[config.mk]
export PLATFORM = sky130hd
export DESIGN_NAME = mivc_irq_ctrl
export DESIGN_NICKNAME = d
export VERILOG_FILES = /design/src/hw/mivc_pkg.sv /design/src/hw/mivc_axil_slave.sv /design/src/hw/mivc_irq_ctrl.sv /design/src/hw/mivc_prio_arbiter.sv
export SDC_FILE = /design/constraint.sdc
export NUM_CORES = 1
export LEC_CHECK = 0
export BUFFER_PORTS_ARGS = -buffer_cell sky130_fd_sc_hd__buf_2
export CAP_MARGIN = 15
export CELL_PAD_IN_SITES_DETAIL_PLACEMENT = 0
export CELL_PAD_IN_SITES_GLOBAL_PLACEMENT = 1
export CORE_ASPECT_RATIO = 0.6
export CORE_MARGIN = 1
export CORE_UTILIZATION = 35
export DETAILED_ROUTE_END_ITERATION = 16
export PLACE_DENSITY_LB_ADDON = 0.2
export SYNTH_ARGS = -nofsm -noshare
export SYNTH_HDL_FRONTEND = slang
export SYNTH_HIERARCHICAL = 1
export SYNTH_SLANG_ARGS = --single-unit
[constraint.sdc]
create_clock -name clk -period 60.2 [get_ports clk]
set_input_delay 3.01 -clock clk [delete_from_list [all_inputs] [get_ports clk]]
set_output_delay 3.01 -clock clk [all_outputs]
set_load 0.03 [all_outputs]
[src/hw/mivc_pkg.sv]
// constants, offsets and field layout of the maskable interrupt vector controller
package mivc_pkg;

  // ***************************************************************
  // bus and address layout
  // ***************************************************************
  localparam int ADDR_W = 12;
  localparam int DATA_W = 32;
  localparam int CPU_ADDR_W = 20;
  localparam logic [ADDR_W-1:0] VTB_OFS = 12'h000;
  localparam logic [ADDR_W-1:0] STATUS_OFS = 12'h004;
  localparam logic [ADDR_W-1:0] CTRL_BASE_OFS = 12'h100;
  localparam logic [ADDR_W-1:0] CAUSE_SEL_IDX = 12'h35F;
  localparam logic [ADDR_W-1:0] CAUSE_SEL_OFS = {CAUSE_SEL_IDX[ADDR_W-3:0], 2'b00};
  localparam logic [1:0] RESP_OKAY = 2'h0;

  // ***************************************************************
  // field positions and reset values
  // ***************************************************************
  localparam int CTRL_LVL_LSB = 0;
  localparam int CTRL_REQ_BIT = 3;
  localparam int STATUS_I_BIT = 0;
  localparam int STATUS_IPL_LSB = 4;
  localparam int CAUSE_SEL_LSB = 4;
  localparam int LVL_W = 3;
  localparam logic [CPU_ADDR_W-1:0] VTB_RESET = 20'h00000;
  localparam logic [LVL_W-1:0] LVL_RESET = 3'h0;
  localparam logic [LVL_W-1:0] IPL_RESET = 3'h0;
  localparam logic [3:0] CAUSE_SEL_RESET = 4'h0;

  // ***************************************************************
  // vector table geometry and slot numbers
  // ***************************************************************
  localparam int VEC_TABLE_BYTES = 256;
  localparam int VEC_BYTES = 4;
  localparam int NUM_VECTORS = VEC_TABLE_BYTES / VEC_BYTES;
  localparam int NUM_HW_SLOTS = 32;
  localparam int FIRST_MASKABLE = 4;
  localparam int NUM_W = 6;
  localparam int SLOT_W = 5;
  localparam int SLOT_SHARED_4 = 4;
  localparam int SLOT_TB5 = 5;
  localparam int SLOT_PIN7 = 8;
  localparam int SLOT_PIN6 = 9;
  localparam int SLOT_BUS_COLL = 10;
  localparam int SLOT_XFER0 = 11;
  localparam int SLOT_KEY = 13;
  localparam int SLOT_ADC = 14;
  localparam int SLOT_S2_TX = 15;
  localparam int SLOT_S2_RX = 16;
  localparam int SLOT_S0_TX = 17;
  localparam int SLOT_TA0 = 21;
  localparam int SLOT_SHARED_24 = 24;
  localparam int SLOT_SHARED_25 = 25;
  localparam int SLOT_TB0 = 26;
  localparam int SLOT_PIN0 = 29;
  localparam int SLOT_PIN1 = 30;
  localparam int SLOT_SHARED_31 = 31;

endpackage : mivc_pkg

[src/hw/mivc_axil_slave.sv]
// AXI4-Lite front end producing a one-cycle register write strobe and a held read address
`timescale 1ns/1ps
module mivc_axil_slave (
  // clock and reset
  input wire logic clk,
  input wire logic resetn,
  // write address and data
  input wire logic [mivc_pkg::ADDR_W-1:0] s_axi_awaddr,
  input wire logic s_axi_awvalid,
  output logic s_axi_awready,
  input wire logic [mivc_pkg::DATA_W-1:0] s_axi_wdata,
  input wire logic [3:0] s_axi_wstrb,
  input wire logic s_axi_wvalid,
  output logic s_axi_wready,
  // write response
  output logic [1:0] s_axi_bresp,
  output logic s_axi_bvalid,
  input wire logic s_axi_bready,
  // read address and data
  input wire logic [mivc_pkg::ADDR_W-1:0] s_axi_araddr,
  input wire logic s_axi_arvalid,
  output logic s_axi_arready,
  output logic [mivc_pkg::DATA_W-1:0] s_axi_rdata,
  output logic [1:0] s_axi_rresp,
  output logic s_axi_rvalid,
  input wire logic s_axi_rready,
  // register side
  output logic wrStrobe,
  output logic [mivc_pkg::ADDR_W-1:0] wrAddr,
  output logic [mivc_pkg::DATA_W-1:0] wrData,
  output logic [3:0] wrStrb,
  output logic [mivc_pkg::ADDR_W-1:0] rdAddr,
  input wire logic [mivc_pkg::DATA_W-1:0] rdData
);

  logic awGot_reg;
  logic wGot_reg;
  logic rdPend_reg;

  // write fires once both halves are in and no response is outstanding
  assign wrStrobe = awGot_reg & wGot_reg & ~s_axi_bvalid;
  assign s_axi_bresp = mivc_pkg::RESP_OKAY;
  assign s_axi_rresp = mivc_pkg::RESP_OKAY;

  // address and data captured independently, in either order
  always_ff @(posedge clk or negedge resetn) begin
    if (!resetn) begin
      awGot_reg <= 1'b0;
      wGot_reg <= 1'b0;
      s_axi_awready <= 1'b1;
      s_axi_wready <= 1'b1;
      wrAddr <= '0;
      wrData <= '0;
      wrStrb <= 4'h0;
    end else begin
      if (s_axi_awvalid && s_axi_awready) begin
        wrAddr <= s_axi_awaddr;
        awGot_reg <= 1'b1;
        s_axi_awready <= 1'b0;
      end
      if (s_axi_wvalid && s_axi_wready) begin
        wrData <= s_axi_wdata;
        wrStrb <= s_axi_wstrb;
        wGot_reg <= 1'b1;
        s_axi_wready <= 1'b0;
      end
      if (wrStrobe) begin
        awGot_reg <= 1'b0;
        wGot_reg <= 1'b0;
      end
      // ready again only after the response is taken: one write at a time
      if (s_axi_bvalid && s_axi_bready) begin
        s_axi_awready <= 1'b1;
        s_axi_wready <= 1'b1;
      end
    end
  end

  // write response
  always_ff @(posedge clk or negedge resetn) begin
    if (!resetn) begin
      s_axi_bvalid <= 1'b0;
    end else if (wrStrobe) begin
      s_axi_bvalid <= 1'b1;
    end else if (s_axi_bready) begin
      s_axi_bvalid <= 1'b0;
    end
  end

  // read: capture address, sample register mux one cycle later
  always_ff @(posedge clk or negedge resetn) begin
    if (!resetn) begin
      s_axi_arready <= 1'b1;
      rdPend_reg <= 1'b0;
      rdAddr <= '0;
      s_axi_rvalid <= 1'b0;
      s_axi_rdata <= '0;
    end else begin
      if (s_axi_arvalid && s_axi_arready) begin
        rdAddr <= s_axi_araddr;
        s_axi_arready <= 1'b0;
        rdPend_reg <= 1'b1;
      end
      if (rdPend_reg) begin
        s_axi_rdata <= rdData;
        s_axi_rvalid <= 1'b1;
        rdPend_reg <= 1'b0;
      end
      if (s_axi_rvalid && s_axi_rready) begin
        s_axi_rvalid <= 1'b0;
        s_axi_arready <= 1'b1;
      end
    end
  end

endmodule : mivc_axil_slave

[src/hw/mivc_irq_ctrl.sv]
// maskable interrupt vectoring, per-source control and cpu status word
`timescale 1ns/1ps
module mivc_irq_ctrl (
  // clock and reset
  input wire logic clk,
  input wire logic resetn,
  // AXI4-Lite register bus
  input wire logic [mivc_pkg::ADDR_W-1:0] s_axi_awaddr,
  input wire logic s_axi_awvalid,
  output logic s_axi_awready,
  input wire logic [mivc_pkg::DATA_W-1:0] s_axi_wdata,
  input wire logic [3:0] s_axi_wstrb,
  input wire logic s_axi_wvalid,
  output logic s_axi_wready,
  output logic [1:0] s_axi_bresp,
  output logic s_axi_bvalid,
  input wire logic s_axi_bready,
  input wire logic [mivc_pkg::ADDR_W-1:0] s_axi_araddr,
  input wire logic s_axi_arvalid,
  output logic s_axi_arready,
  output logic [mivc_pkg::DATA_W-1:0] s_axi_rdata,
  output logic [1:0] s_axi_rresp,
  output logic s_axi_rvalid,
  input wire logic s_axi_rready,
  // peripheral request pulses, same clock
  input wire logic [5:0] typeBCounterIrq,
  input wire logic [4:0] typeACounterIrq,
  input wire logic [2:0] asyncSerialTxIrq,
  input wire logic [2:0] asyncSerialRxIrq,
  input wire logic [7:0] extPinIrq,
  input wire logic auxSerial3Irq,
  input wire logic auxSerial4Irq,
  input wire logic busCollisionIrq,
  input wire logic [1:0] transferChannelIrq,
  input wire logic keyInputIrq,
  input wire logic adcIrq,
  input wire logic i2cNackIrq,
  input wire logic i2cAckIrq,
  input wire logic serial2I2cMode,
  // cpu sequencer: maskable request and acceptance
  output logic irqPending,
  output logic [mivc_pkg::NUM_W-1:0] irqNum,
  output logic [mivc_pkg::LVL_W-1:0] irqLevel,
  output logic [mivc_pkg::CPU_ADDR_W-1:0] irqVector,
  input wire logic irqAccept,
  input wire logic [mivc_pkg::SLOT_W-1:0] irqAcceptSlot,
  // cpu sequencer: instruction traps
  input wire logic trapReq,
  input wire logic [mivc_pkg::NUM_W-1:0] trapNum,
  output logic trapValid,
  output logic [mivc_pkg::CPU_ADDR_W-1:0] trapVector,
  // cpu status word view
  output logic irqEnable,
  output logic [mivc_pkg::LVL_W-1:0] cpuPriorityThreshold
);

  localparam int N = mivc_pkg::NUM_HW_SLOTS;
  localparam int LW = mivc_pkg::LVL_W;

  // ***************************************************************
  // register bus
  // ***************************************************************
  logic wrStrobe;
  logic [mivc_pkg::ADDR_W-1:0] wrAddr;
  logic [mivc_pkg::DATA_W-1:0] wrData;
  logic [3:0] wrStrb;
  logic [mivc_pkg::ADDR_W-1:0] rdAddr;
  logic [mivc_pkg::DATA_W-1:0] rdData;

  mivc_axil_slave u_bus (
    .clk(clk),
    .resetn(resetn),
    .s_axi_awaddr(s_axi_awaddr),
    .s_axi_awvalid(s_axi_awvalid),
    .s_axi_awready(s_axi_awready),
    .s_axi_wdata(s_axi_wdata),
    .s_axi_wstrb(s_axi_wstrb),
    .s_axi_wvalid(s_axi_wvalid),
    .s_axi_wready(s_axi_wready),
    .s_axi_bresp(s_axi_bresp),
    .s_axi_bvalid(s_axi_bvalid),
    .s_axi_bready(s_axi_bready),
    .s_axi_araddr(s_axi_araddr),
    .s_axi_arvalid(s_axi_arvalid),
    .s_axi_arready(s_axi_arready),
    .s_axi_rdata(s_axi_rdata),
    .s_axi_rresp(s_axi_rresp),
    .s_axi_rvalid(s_axi_rvalid),
    .s_axi_rready(s_axi_rready),
    .wrStrobe(wrStrobe),
    .wrAddr(wrAddr),
    .wrData(wrData),
    .wrStrb(wrStrb),
    .rdAddr(rdAddr),
    .rdData(rdData)
  );

  // byte-lane merge of a bus write into an old value
  function automatic logic [31:0] mergeBytes(input logic [31:0] old, input logic [31:0] dat,
                                             input logic [3:0] strb);
    logic [31:0] res;
    res = old;
    for (int b = 0; b < 4; b++) begin
      if (strb[b]) begin
        res[b*8 +: 8] = dat[b*8 +: 8];
      end
    end
    return res;
  endfunction : mergeBytes

  logic wrVtb;
  logic wrStatus;
  logic wrCause;
  logic wrCtrlHit;
  logic [mivc_pkg::SLOT_W-1:0] wrSlot;

  // decode; control block spans 32 words from its base
  assign wrVtb = wrStrobe && (wrAddr == mivc_pkg::VTB_OFS);
  assign wrStatus = wrStrobe && (wrAddr == mivc_pkg::STATUS_OFS);
  assign wrCause = wrStrobe && (wrAddr == mivc_pkg::CAUSE_SEL_OFS);
  assign wrCtrlHit = wrStrobe && (wrAddr[11:7] == mivc_pkg::CTRL_BASE_OFS[11:7]);
  assign wrSlot = wrAddr[6:2];

  // ***************************************************************
  // vector table base and cause select
  // ***************************************************************
  logic [mivc_pkg::CPU_ADDR_W-1:0] vectorTableBase_reg;
  logic [3:0] causeSel_reg;
  logic [31:0] vtbMerged;
  logic [31:0] causeMerged;

  assign vtbMerged = mergeBytes({12'h000, vectorTableBase_reg}, wrData, wrStrb);
  assign causeMerged = mergeBytes({24'h000000, causeSel_reg, 4'h0}, wrData, wrStrb);

  // base is loaded by software before interrupts are enabled
  always_ff @(posedge clk or negedge resetn) begin
    if (!resetn) begin
      vectorTableBase_reg <= mivc_pkg::VTB_RESET;
    end else if (wrVtb) begin
      vectorTableBase_reg <= vtbMerged[mivc_pkg::CPU_ADDR_W-1:0];
    end
  end

  // cause-select bits for the four shared slots
  always_ff @(posedge clk or negedge resetn) begin
    if (!resetn) begin
      causeSel_reg <= mivc_pkg::CAUSE_SEL_RESET;
    end else if (wrCause) begin
      causeSel_reg <= causeMerged[mivc_pkg::CAUSE_SEL_LSB +: 4];
    end
  end

  // ***************************************************************
  // slot map
  // ***************************************************************
  logic [N-1:0] slotEvent;

  // one source per slot, switchable on slots 4, 15, 16, 24, 25 and 31; slots 0..3 carry no hardware source
  always_comb begin
    slotEvent = '0;
    slotEvent[mivc_pkg::SLOT_SHARED_4] = causeSel_reg[0] ? auxSerial4Irq : extPinIrq[3];
    for (int k = 0; k < 3; k++) begin
      slotEvent[mivc_pkg::SLOT_TB5 + k] = typeBCounterIrq[5 - k];
      slotEvent[mivc_pkg::SLOT_TB0 + k] = typeBCounterIrq[k];
    end
    for (int k = 0; k < 5; k++) begin
      slotEvent[mivc_pkg::SLOT_TA0 + k] = typeACounterIrq[k];
    end
    slotEvent[mivc_pkg::SLOT_PIN7] = extPinIrq[7];
    slotEvent[mivc_pkg::SLOT_PIN6] = extPinIrq[6];
    slotEvent[mivc_pkg::SLOT_BUS_COLL] = busCollisionIrq;
    slotEvent[mivc_pkg::SLOT_XFER0] = transferChannelIrq[0];
    slotEvent[mivc_pkg::SLOT_XFER0 + 1] = transferChannelIrq[1];
    slotEvent[mivc_pkg::SLOT_KEY] = keyInputIrq;
    slotEvent[mivc_pkg::SLOT_ADC] = adcIrq;
    // I2C mode swaps the serial 2 events for the acknowledge events
    slotEvent[mivc_pkg::SLOT_S2_TX] = serial2I2cMode ? i2cNackIrq : asyncSerialTxIrq[2];
    slotEvent[mivc_pkg::SLOT_S2_RX] = serial2I2cMode ? i2cAckIrq : asyncSerialRxIrq[2];
    for (int k = 0; k < 2; k++) begin
      slotEvent[mivc_pkg::SLOT_S0_TX + 2 * k] = asyncSerialTxIrq[k];
      slotEvent[mivc_pkg::SLOT_S0_TX + 2 * k + 1] = asyncSerialRxIrq[k];
    end
    // type_a_counter_3/A4 default, pins 4/5 when the select bit is set
    slotEvent[mivc_pkg::SLOT_SHARED_24] = causeSel_reg[1] ? extPinIrq[4] : typeACounterIrq[3];
    slotEvent[mivc_pkg::SLOT_SHARED_25] = causeSel_reg[2] ? extPinIrq[5] : typeACounterIrq[4];
    slotEvent[mivc_pkg::SLOT_PIN0] = extPinIrq[0];
    slotEvent[mivc_pkg::SLOT_PIN1] = extPinIrq[1];
    slotEvent[mivc_pkg::SLOT_SHARED_31] = causeSel_reg[3] ? auxSerial3Irq : extPinIrq[2];
  end

  // ***************************************************************
  // per-source control registers
  // ***************************************************************
  wire [N-1:0] reqVec;
  wire [N*LW-1:0] levelVec;

  for (genvar n = 0; n < N; n++) begin : g_slot
    if (n >= mivc_pkg::FIRST_MASKABLE) begin : g_mask
      logic req_reg;
      logic [LW-1:0] level_reg;
      logic wrHere;
      logic [31:0] merged;
      assign wrHere = wrCtrlHit && (wrSlot == mivc_pkg::SLOT_W'(n));
      assign merged = mergeBytes({28'h0000000, req_reg, level_reg}, wrData, wrStrb);

      // set beats both clears in the same cycle, so no event is lost
      always_ff @(posedge clk or negedge resetn) begin
        if (!resetn) begin
          req_reg <= 1'b0;
        end else if (slotEvent[n]) begin
          req_reg <= 1'b1;
        end else if (irqAccept && (irqAcceptSlot == mivc_pkg::SLOT_W'(n))) begin
          req_reg <= 1'b0;
        end else if (wrHere && !merged[mivc_pkg::CTRL_REQ_BIT]) begin
          req_reg <= 1'b0;
        end
      end

      // priority level field of this source
      always_ff @(posedge clk or negedge resetn) begin
        if (!resetn) begin
          level_reg <= mivc_pkg::LVL_RESET;
        end else if (wrHere) begin
          level_reg <= merged[mivc_pkg::CTRL_LVL_LSB +: LW];
        end
      end
      assign reqVec[n] = req_reg;
      assign levelVec[n*LW +: LW] = level_reg;
    end else begin : g_none
      assign reqVec[n] = 1'b0;
      assign levelVec[n*LW +: LW] = '0;
    end
  end

  // ***************************************************************
  // cpu status word: enable flag and priority threshold
  // ***************************************************************
  logic iFlag_reg;
  logic [LW-1:0] ipl_reg;
  logic [31:0] statusMerged;
  logic [LW-1:0] acceptLevel;

  assign statusMerged = mergeBytes({25'h0000000, ipl_reg, 3'h0, iFlag_reg}, wrData, wrStrb);
  assign acceptLevel = levelVec[irqAcceptSlot*LW +: LW];

  // acceptance and traps override a software write in the same cycle
  always_ff @(posedge clk or negedge resetn) begin
    if (!resetn) begin
      iFlag_reg <= 1'b0;
      ipl_reg <= mivc_pkg::IPL_RESET;
    end else if (irqAccept) begin
      iFlag_reg <= 1'b0;
      ipl_reg <= acceptLevel;
    end else if (trapReq) begin
      iFlag_reg <= 1'b0;
    end else if (wrStatus) begin
      iFlag_reg <= statusMerged[mivc_pkg::STATUS_I_BIT];
      ipl_reg <= statusMerged[mivc_pkg::STATUS_IPL_LSB +: LW];
    end
  end

  // ***************************************************************
  // arbitration and cpu-facing outputs
  // ***************************************************************
  logic found;
  logic [mivc_pkg::SLOT_W-1:0] winSlot;
  logic [LW-1:0] winLevel;

  // gating applies to maskable slots only; traps never pass through here
  mivc_prio_arbiter #(
    .NUM_SLOTS(N),
    .SLOT_W(mivc_pkg::SLOT_W)
  ) u_arb (
    .reqVec(reqVec),
    .levelVec(levelVec),
    .enable(iFlag_reg),
    .threshold(ipl_reg),
    .found(found),
    .winSlot(winSlot),
    .winLevel(winLevel)
  );

  // presented request drops at the edge that ends the accept cycle to avoid a stale retake
  always_ff @(posedge clk or negedge resetn) begin
    if (!resetn) begin
      irqPending <= 1'b0;
      irqNum <= '0;
      irqLevel <= '0;
      irqVector <= '0;
    end else begin
      irqPending <= found && !irqAccept;
      irqNum <= {1'b0, winSlot};
      irqLevel <= winLevel;
      irqVector <= vectorTableBase_reg + {13'h0000, winSlot, 2'b00};
    end
  end

  // traps bypass enable flag and threshold entirely
  always_ff @(posedge clk or negedge resetn) begin
    if (!resetn) begin
      trapValid <= 1'b0;
      trapVector <= '0;
    end else begin
      trapValid <= trapReq;
      if (trapReq) begin
        trapVector <= vectorTableBase_reg + {12'h000, trapNum, 2'b00};
      end
    end
  end

  assign irqEnable = iFlag_reg;
  assign cpuPriorityThreshold = ipl_reg;

  // register read mux; unmapped addresses read zero
  always_comb begin
    rdData = '0;
    if (rdAddr == mivc_pkg::VTB_OFS) begin
      rdData = {12'h000, vectorTableBase_reg};
    end else if (rdAddr == mivc_pkg::STATUS_OFS) begin
      rdData = {25'h0000000, ipl_reg, 3'h0, iFlag_reg};
    end else if (rdAddr == mivc_pkg::CAUSE_SEL_OFS) begin
      rdData = {24'h000000, causeSel_reg, 4'h0};
    end else if (rdAddr[11:7] == mivc_pkg::CTRL_BASE_OFS[11:7]) begin
      rdData = {28'h0000000, reqVec[rdAddr[6:2]], levelVec[rdAddr[6:2]*LW +: LW]};
    end
  end

endmodule : mivc_irq_ctrl

[src/hw/mivc_prio_arbiter.sv]
// combinational search for the highest acceptable maskable request
`timescale 1ns/1ps
module mivc_prio_arbiter #(
  parameter int NUM_SLOTS = 32,
  parameter int SLOT_W = 5
) (
  // candidates
  input wire logic [NUM_SLOTS-1:0] reqVec,
  input wire logic [NUM_SLOTS*mivc_pkg::LVL_W-1:0] levelVec,
  // gating from the cpu status word
  input wire logic enable,
  input wire logic [mivc_pkg::LVL_W-1:0] threshold,
  // winner
  output logic found,
  output logic [SLOT_W-1:0] winSlot,
  output logic [mivc_pkg::LVL_W-1:0] winLevel
);

  // slot index must fit the winner field
  if ((1 << SLOT_W) < NUM_SLOTS) begin : g_bad_width
    $error("mivc_prio_arbiter: SLOT_W too small for NUM_SLOTS");
  end

  // strict compare from the threshold upward; ascending scan keeps lowest slot on ties
  always_comb begin
    logic [mivc_pkg::LVL_W-1:0] lvl;
    lvl = '0;
    found = 1'b0;
    winSlot = '0;
    winLevel = threshold;
    for (int i = 0; i < NUM_SLOTS; i++) begin
      lvl = levelVec[i*mivc_pkg::LVL_W +: mivc_pkg::LVL_W];
      if (enable && reqVec[i] && (lvl > winLevel)) begin
        found = 1'b1;
        winSlot = SLOT_W'(i);
        winLevel = lvl;
      end
    end
  end

endmodule : mivc_prio_arbiter
==> results of run 1 <==
[cell type report]
type                            count  area share
Antenna cell                        3    0.000348
Tap cell                          703      0.0408
Inverter                           87      0.0151
Clock inverter                     19      0.0136
Sequential cell                   277       0.322
Clock buffer                       34      0.0364
Timing Repair Buffer              206      0.0525
Multi-Input combinational cell   1495       0.519
[metal layers]
metal | GRT usage | vias up | part of all wire
met1 | 0.387 | 8203 | 0.50
met2 | 0.339 | 649 | 0.41
met4 | 0.0367 | 2 | 0.014
met3 | 0.0506 | 51 | 0.081
li1 | - | 7398 | -
met5 | 0 | - | 0.00017
[placed cells by master, fill, tap and decap left out, types with 24 or more instances in the layout]
cell type / instances
nor2b_1: 28
o21ai_0: 80
nand3_1: 79
and2_1: 31
clkbuf_16: 29
nor3_1: 33
conb_1: 72
a21oi_1: 72
a31oi_1: 30
buf_2: 191
inv_1: 86
nand2_1: 178
ha_1: 48
mux4_2: 40
dfrtp_1: 271
mux2i_1: 24
nand4_1: 25
nor2_1: 138
mux2_2: 176
and3_1: 42
[per-stage QoR]
stage | hold WS (ps) | utilization | total power (uW)
detailed placement | 440 | 0.388 | 390
global route | 475 | 0.410 | 625
global placement | 433 | 0.388 | 387
CTS | 462 | 0.408 | 597
finish | 464 | 0.410 | 599
floorplan | 383 | - | 345
[worst max path at each step]
| stage | start | endpoint | slack, ps |
|---|---|---|---|
| after floorplan | cpuPriorityThreshold[0] | irqVector[12] | 23730 |
| after global placement | cpuPriorityThreshold[0] | irqVector[14] | 18630 |
| after detailed placement | cpuPriorityThreshold[0] | irqVector[12] | 18100 |
| after CTS | cpuPriorityThreshold[0] | irqVector[12] | 17900 |
| after global routing | cpuPriorityThreshold[0] | irqVector[8] | 13670 |
| final | cpuPriorityThreshold[0] | irqVector[12] | 17410 |
[power by group]
group	internal, uW	switching, uW	leakage [uW]
registers	211	37.6	0.00356
logic	62.4	83.4	0.00566
clock network	124	81.3	0.000533
==> results.yml, run 1 <==
clock_network:
  clk_latency_ps: 580
  cts_sinks: 277
  post_cts_resize_count: 0
  htreeDepth: 1
  cts_made_buffers: 29
  clkTransAtPathRegs_ps: 70
  cts_buffer_depth: 3
  cts_tree: "yes"
  hold_buffers: 0
  cts_root_buf: "clkbuf_16"
  postCtsSetupBuffers: 0
floorplan:
  row_count: 65
  die_area_um2: 54400
  num_io_pins: 211
  die_w_um: 300
  die_h_um: 181
  core_um2: 52600
  initial_core_util: 0.355
drt:
  post-route-drc-count: 0
  post_drt_wl_per_cell_um: 23.6
  first_iter_violations: 1614
  num_vias: 16303
  ant_nets: 0
  vias_per_cell: 5.77
  wl_um: 66500
  firstDrtPassIters: 5
timing:
  tightest_slew_ps: 1120
  slew_headroom: 0.252
  hold_violations: 0
  timing.setup.tns_ps: 0
  fmax_mhz: 23.4
  setup_slack_ps: 17410
  period_minus_slack_ps: 42790
  setup_violations: 0
  slew_viol_final: 0
  finalCritPeriodShare: 0.711
  rsz0062_at_grt: "no"
  clock_skew_ps: 17.3
hold_path:
  worstHoldStart: "vectorTableBase_reg[1]"
  hold_depth: 0
  min_to: "irqVector[1]"
  hold_class: "flip-flop to flip-flop"
outcome:
  status: "finished, final reports clean"
place:
  portBuffers: 192
  postPlaceCellArea_um2: 20400
  dp_hpwl_um: 51300
  pre_cts_slack_ps: 18100
  dpl.cell_count: 2764
  gp_congestion: 0.917
grt:
  grt_pass1_vias: 15448
  grt_max_degree: 176
  antenna_found_initial: 6
  grt_use_total: 0.244
  grt_pass1_wl_um: 101000
  gr-total-overflow: 0
setup_path:
  reg2regPathDepth: 207
  r2r-end: "irqVector[12]"
  worst-path-buf-inv: 3
  cp_common_cell: "nor2_1"
  r2r_setup_slack_ps: 17410
  crit_path_start_kind: "flip-flop"
  worst-path-max-fanout: 7
  crit_required_ps: 60630
  path_depth: 207
  crit_arrival_ps: 43230
  critical_path_class: "flip-flop to flip-flop"
  max_stage_delay_ps: 570
  cp_top_family: "compound AO/OA/AOI/OAI gates"
  slowest_stage: "a21oi_1"
  endpoint_kind: "flip-flop"
  r2r-start: "cpuPriorityThreshold[0]"
layout:
  ff_latch_area_um2: 6940
  multi_input_area_um2: 11200
  largest_reg_flops: 84
  syn2layout_area_growth_pct: 15.3
  fillers: 5195
  finalNonFillerCells: 2824
  drive_gt1_frac: 0.266
  fin_area_um2: 21600
  fin_nets: 2261
power_and_ir_drop:
  leakagePower_uw: 0.00975
  vdd_ir_drop_max_v: 0.0000258
  p_per_area_nw_per_um2: 27.8
synthesis:
  synthCells: 1877
  avgSynthCellArea_um2: 9.96
  syn-cell-area_um2: 18700
  yosysWarnings: 6
job:
  maxCapViolCount: 0
(Power assumes the default switching activity.)
==> run 2, diff against run 1 <==
==> constraint.sdc (replaced) <==
create_clock -name clk -period 39.1 [get_ports clk]
set_input_delay 1.955 -clock clk [delete_from_list [all_inputs] [get_ports clk]]
set_output_delay 1.955 -clock clk [all_outputs]
set_load 0.03 [all_outputs]
==> results.yml, run 2 (same netlist as run 1, synthesis figures left out) <==
clock_network:
  htreeDepth: 1
  cts_made_buffers: 30
  cts_tree: "yes"
  cts_root_buf: "clkbuf_16"
  cts_sinks: 277
  clk_latency_ps: 590
  clkTransAtPathRegs_ps: 70
  cts_buffer_depth: 3
timing:
  hold_violations: 0
  clock_skew_ps: 18.3
  tightest_slew_ps: 1090
  period_minus_slack_ps: 37170
  slew_viol_final: 0
  fmax_mhz: 26.9
  finalCritPeriodShare: 0.951
  slew_headroom: 0.276
  holdWs_ps: 464
  setup_violations: 0
place:
  dp_hpwl_um: 52500
  gp_congestion: 0.916
  postPlaceCellArea_um2: 20900
  portBuffers: 192
drt:
  post_drt_wl_per_cell_um: 23.4
  wl_um: 68400
  firstDrtPassIters: 5
  ant_nets: 0
  num_vias: 16801
  first_iter_violations: 1650
  vias_per_cell: 5.74
  post-route-drc-count: 0
grt:
  grt_max_degree: 103
  antenna_found_initial: 4
  grt_pass1_vias: 15799
  grt_use_total: 0.246
  grt_pass1_wl_um: 102000
  gr-total-overflow: 0
setup_path:
  r2r-end: "irqVector[14]"
  cp_common_cell: "ha_1"
  r2r_setup_slack_ps: 1930
  slowest_stage: "or4_4"
  reg2regPathDepth: 212
  max_stage_delay_ps: 430
  critical_path_class: "flip-flop to flip-flop"
  worst-path-max-fanout: 7
  endpoint_kind: "flip-flop"
  crit_start: "cpuPriorityThreshold[0]"
  cp-endpoint: "irqVector[14]"
  crit_arrival_ps: 37650
  r2r-start: "cpuPriorityThreshold[0]"
  crit_path_start_kind: "flip-flop"
  crit_required_ps: 39580
floorplan:
  die_area_um2: 54400
  die_w_um: 300
  core_um2: 52600
  die_h_um: 181
  initial_core_util: 0.355
  num_io_pins: 211
  row_count: 65
power_and_ir_drop:
  leakagePower_uw: 0.0102
  vdd_ir_drop_max_v: 0.0000342
  p_per_area_nw_per_um2: 40.9
hold_path:
  hold_class: "flip-flop to flip-flop"
layout:
  final_cell_mix: "dfrtp_1, buf_2, mux2_2, nand2_1, nor2_1"
  largest_reg_flops: 84
  fillers: 5176
  fin_area_um2: 22700
  drive_gt1_frac: 0.338
  syn2layout_area_growth_pct: 21.4
  fin_nets: 2360
  mostFrequentLayoutCell: "dfrtp_1"
job:
  maxCapViolCount: 0
outcome:
  status: "finished, final reports clean"
==> run 2: changes by cell type in the layout (fill, tap and decap cells not counted), moves of 5 or more <==
cell     change
o21ai_1      +9
nand2_1      -6
ha_1         -5
o21ai_2      +7
o21ai_0     -16
a21oi_2      +6
nand2_2      +6
nor2_1      -21
a21oi_1      -8
nor2_2      +21
buf_4      +101
==> run 2: per-layer routing <==
| metal | track usage | up-vias | wire [um] |
|---|---|---|---|
| met4 | 0.0473 | 0 | 1200 |
| met5 | 0 | - | 0 |
| met2 | 0.342 | 668 | 28300 |
| met3 | 0.0477 | 82 | 5680 |
| li1 | - | 7581 | - |
| met1 | 0.388 | 8470 | 33300 |
==> run 2: how the worst min path moves through the flow <==
stage	cells past startpoint	startpoint	end	slack (ps)
finish	0	vectorTableBase_reg[0]	irqVector[0]	460
global route	0	vectorTableBase_reg[0]	irqVector[0]	490
CTS	0	vectorTableBase_reg[0]	irqVector[0]	460
detailed placement	0	vectorTableBase_reg[0]	irqVector[0]	450
global placement	0	vectorTableBase_reg[1]	irqVector[1]	430
floorplan	0	vectorTableBase_reg[0]	irqVector[0]	380
==> run 2: stage by stage <==
stage	utilization	setup TNS, ps	power (uW)	instances	setup slack (ps)
after floorplan	-	0	531	1947	2630
after global placement	0.398	0	601	2837	859
after detailed placement	0.398	0	607	2837	313
after CTS	0.418	0	919	2893	59.8
after global routing	0.431	-2460	968	2926	-280
final	0.431	0	927	2927	1930
==> run 2: worst max-delay path, delay by kind of cell, from the launching register on <==
kind            cells  cell delay (ps)
compound gates     83            13300
xor+xnor            1              270
fa+ha+maj          38            11220
buf+inv             7              880
flops               1              420
mux                 5             1290
simple gates       78             9590
==> run 2: final cells by class <==
cell class              instances  area [um2]  area share
repair buffers                304        1820      0.0800
multi-input cells            1495       11600       0.513
diodes                          5        12.5    0.000551
clock buffers                  42         876      0.0386
clock inverters                14         195     0.00860
flip-flops and latches        277        6940       0.306
well taps                     703         880      0.0388
inverters                      87         327      0.0144
==> run 2: what timing repair did <==
item                       4_1_cts  5_1_grt
hold buffers                     0        0
setup endpoints to repair        0       27
buffers inserted                 0       27
resized for setup                0      121
==> run 2: report_power, final <==
group / internal (uW) / switching [uW]
clock: 183 / 128
combinational: 101 / 132
sequential: 324 / 59.2
total: 608 / 319
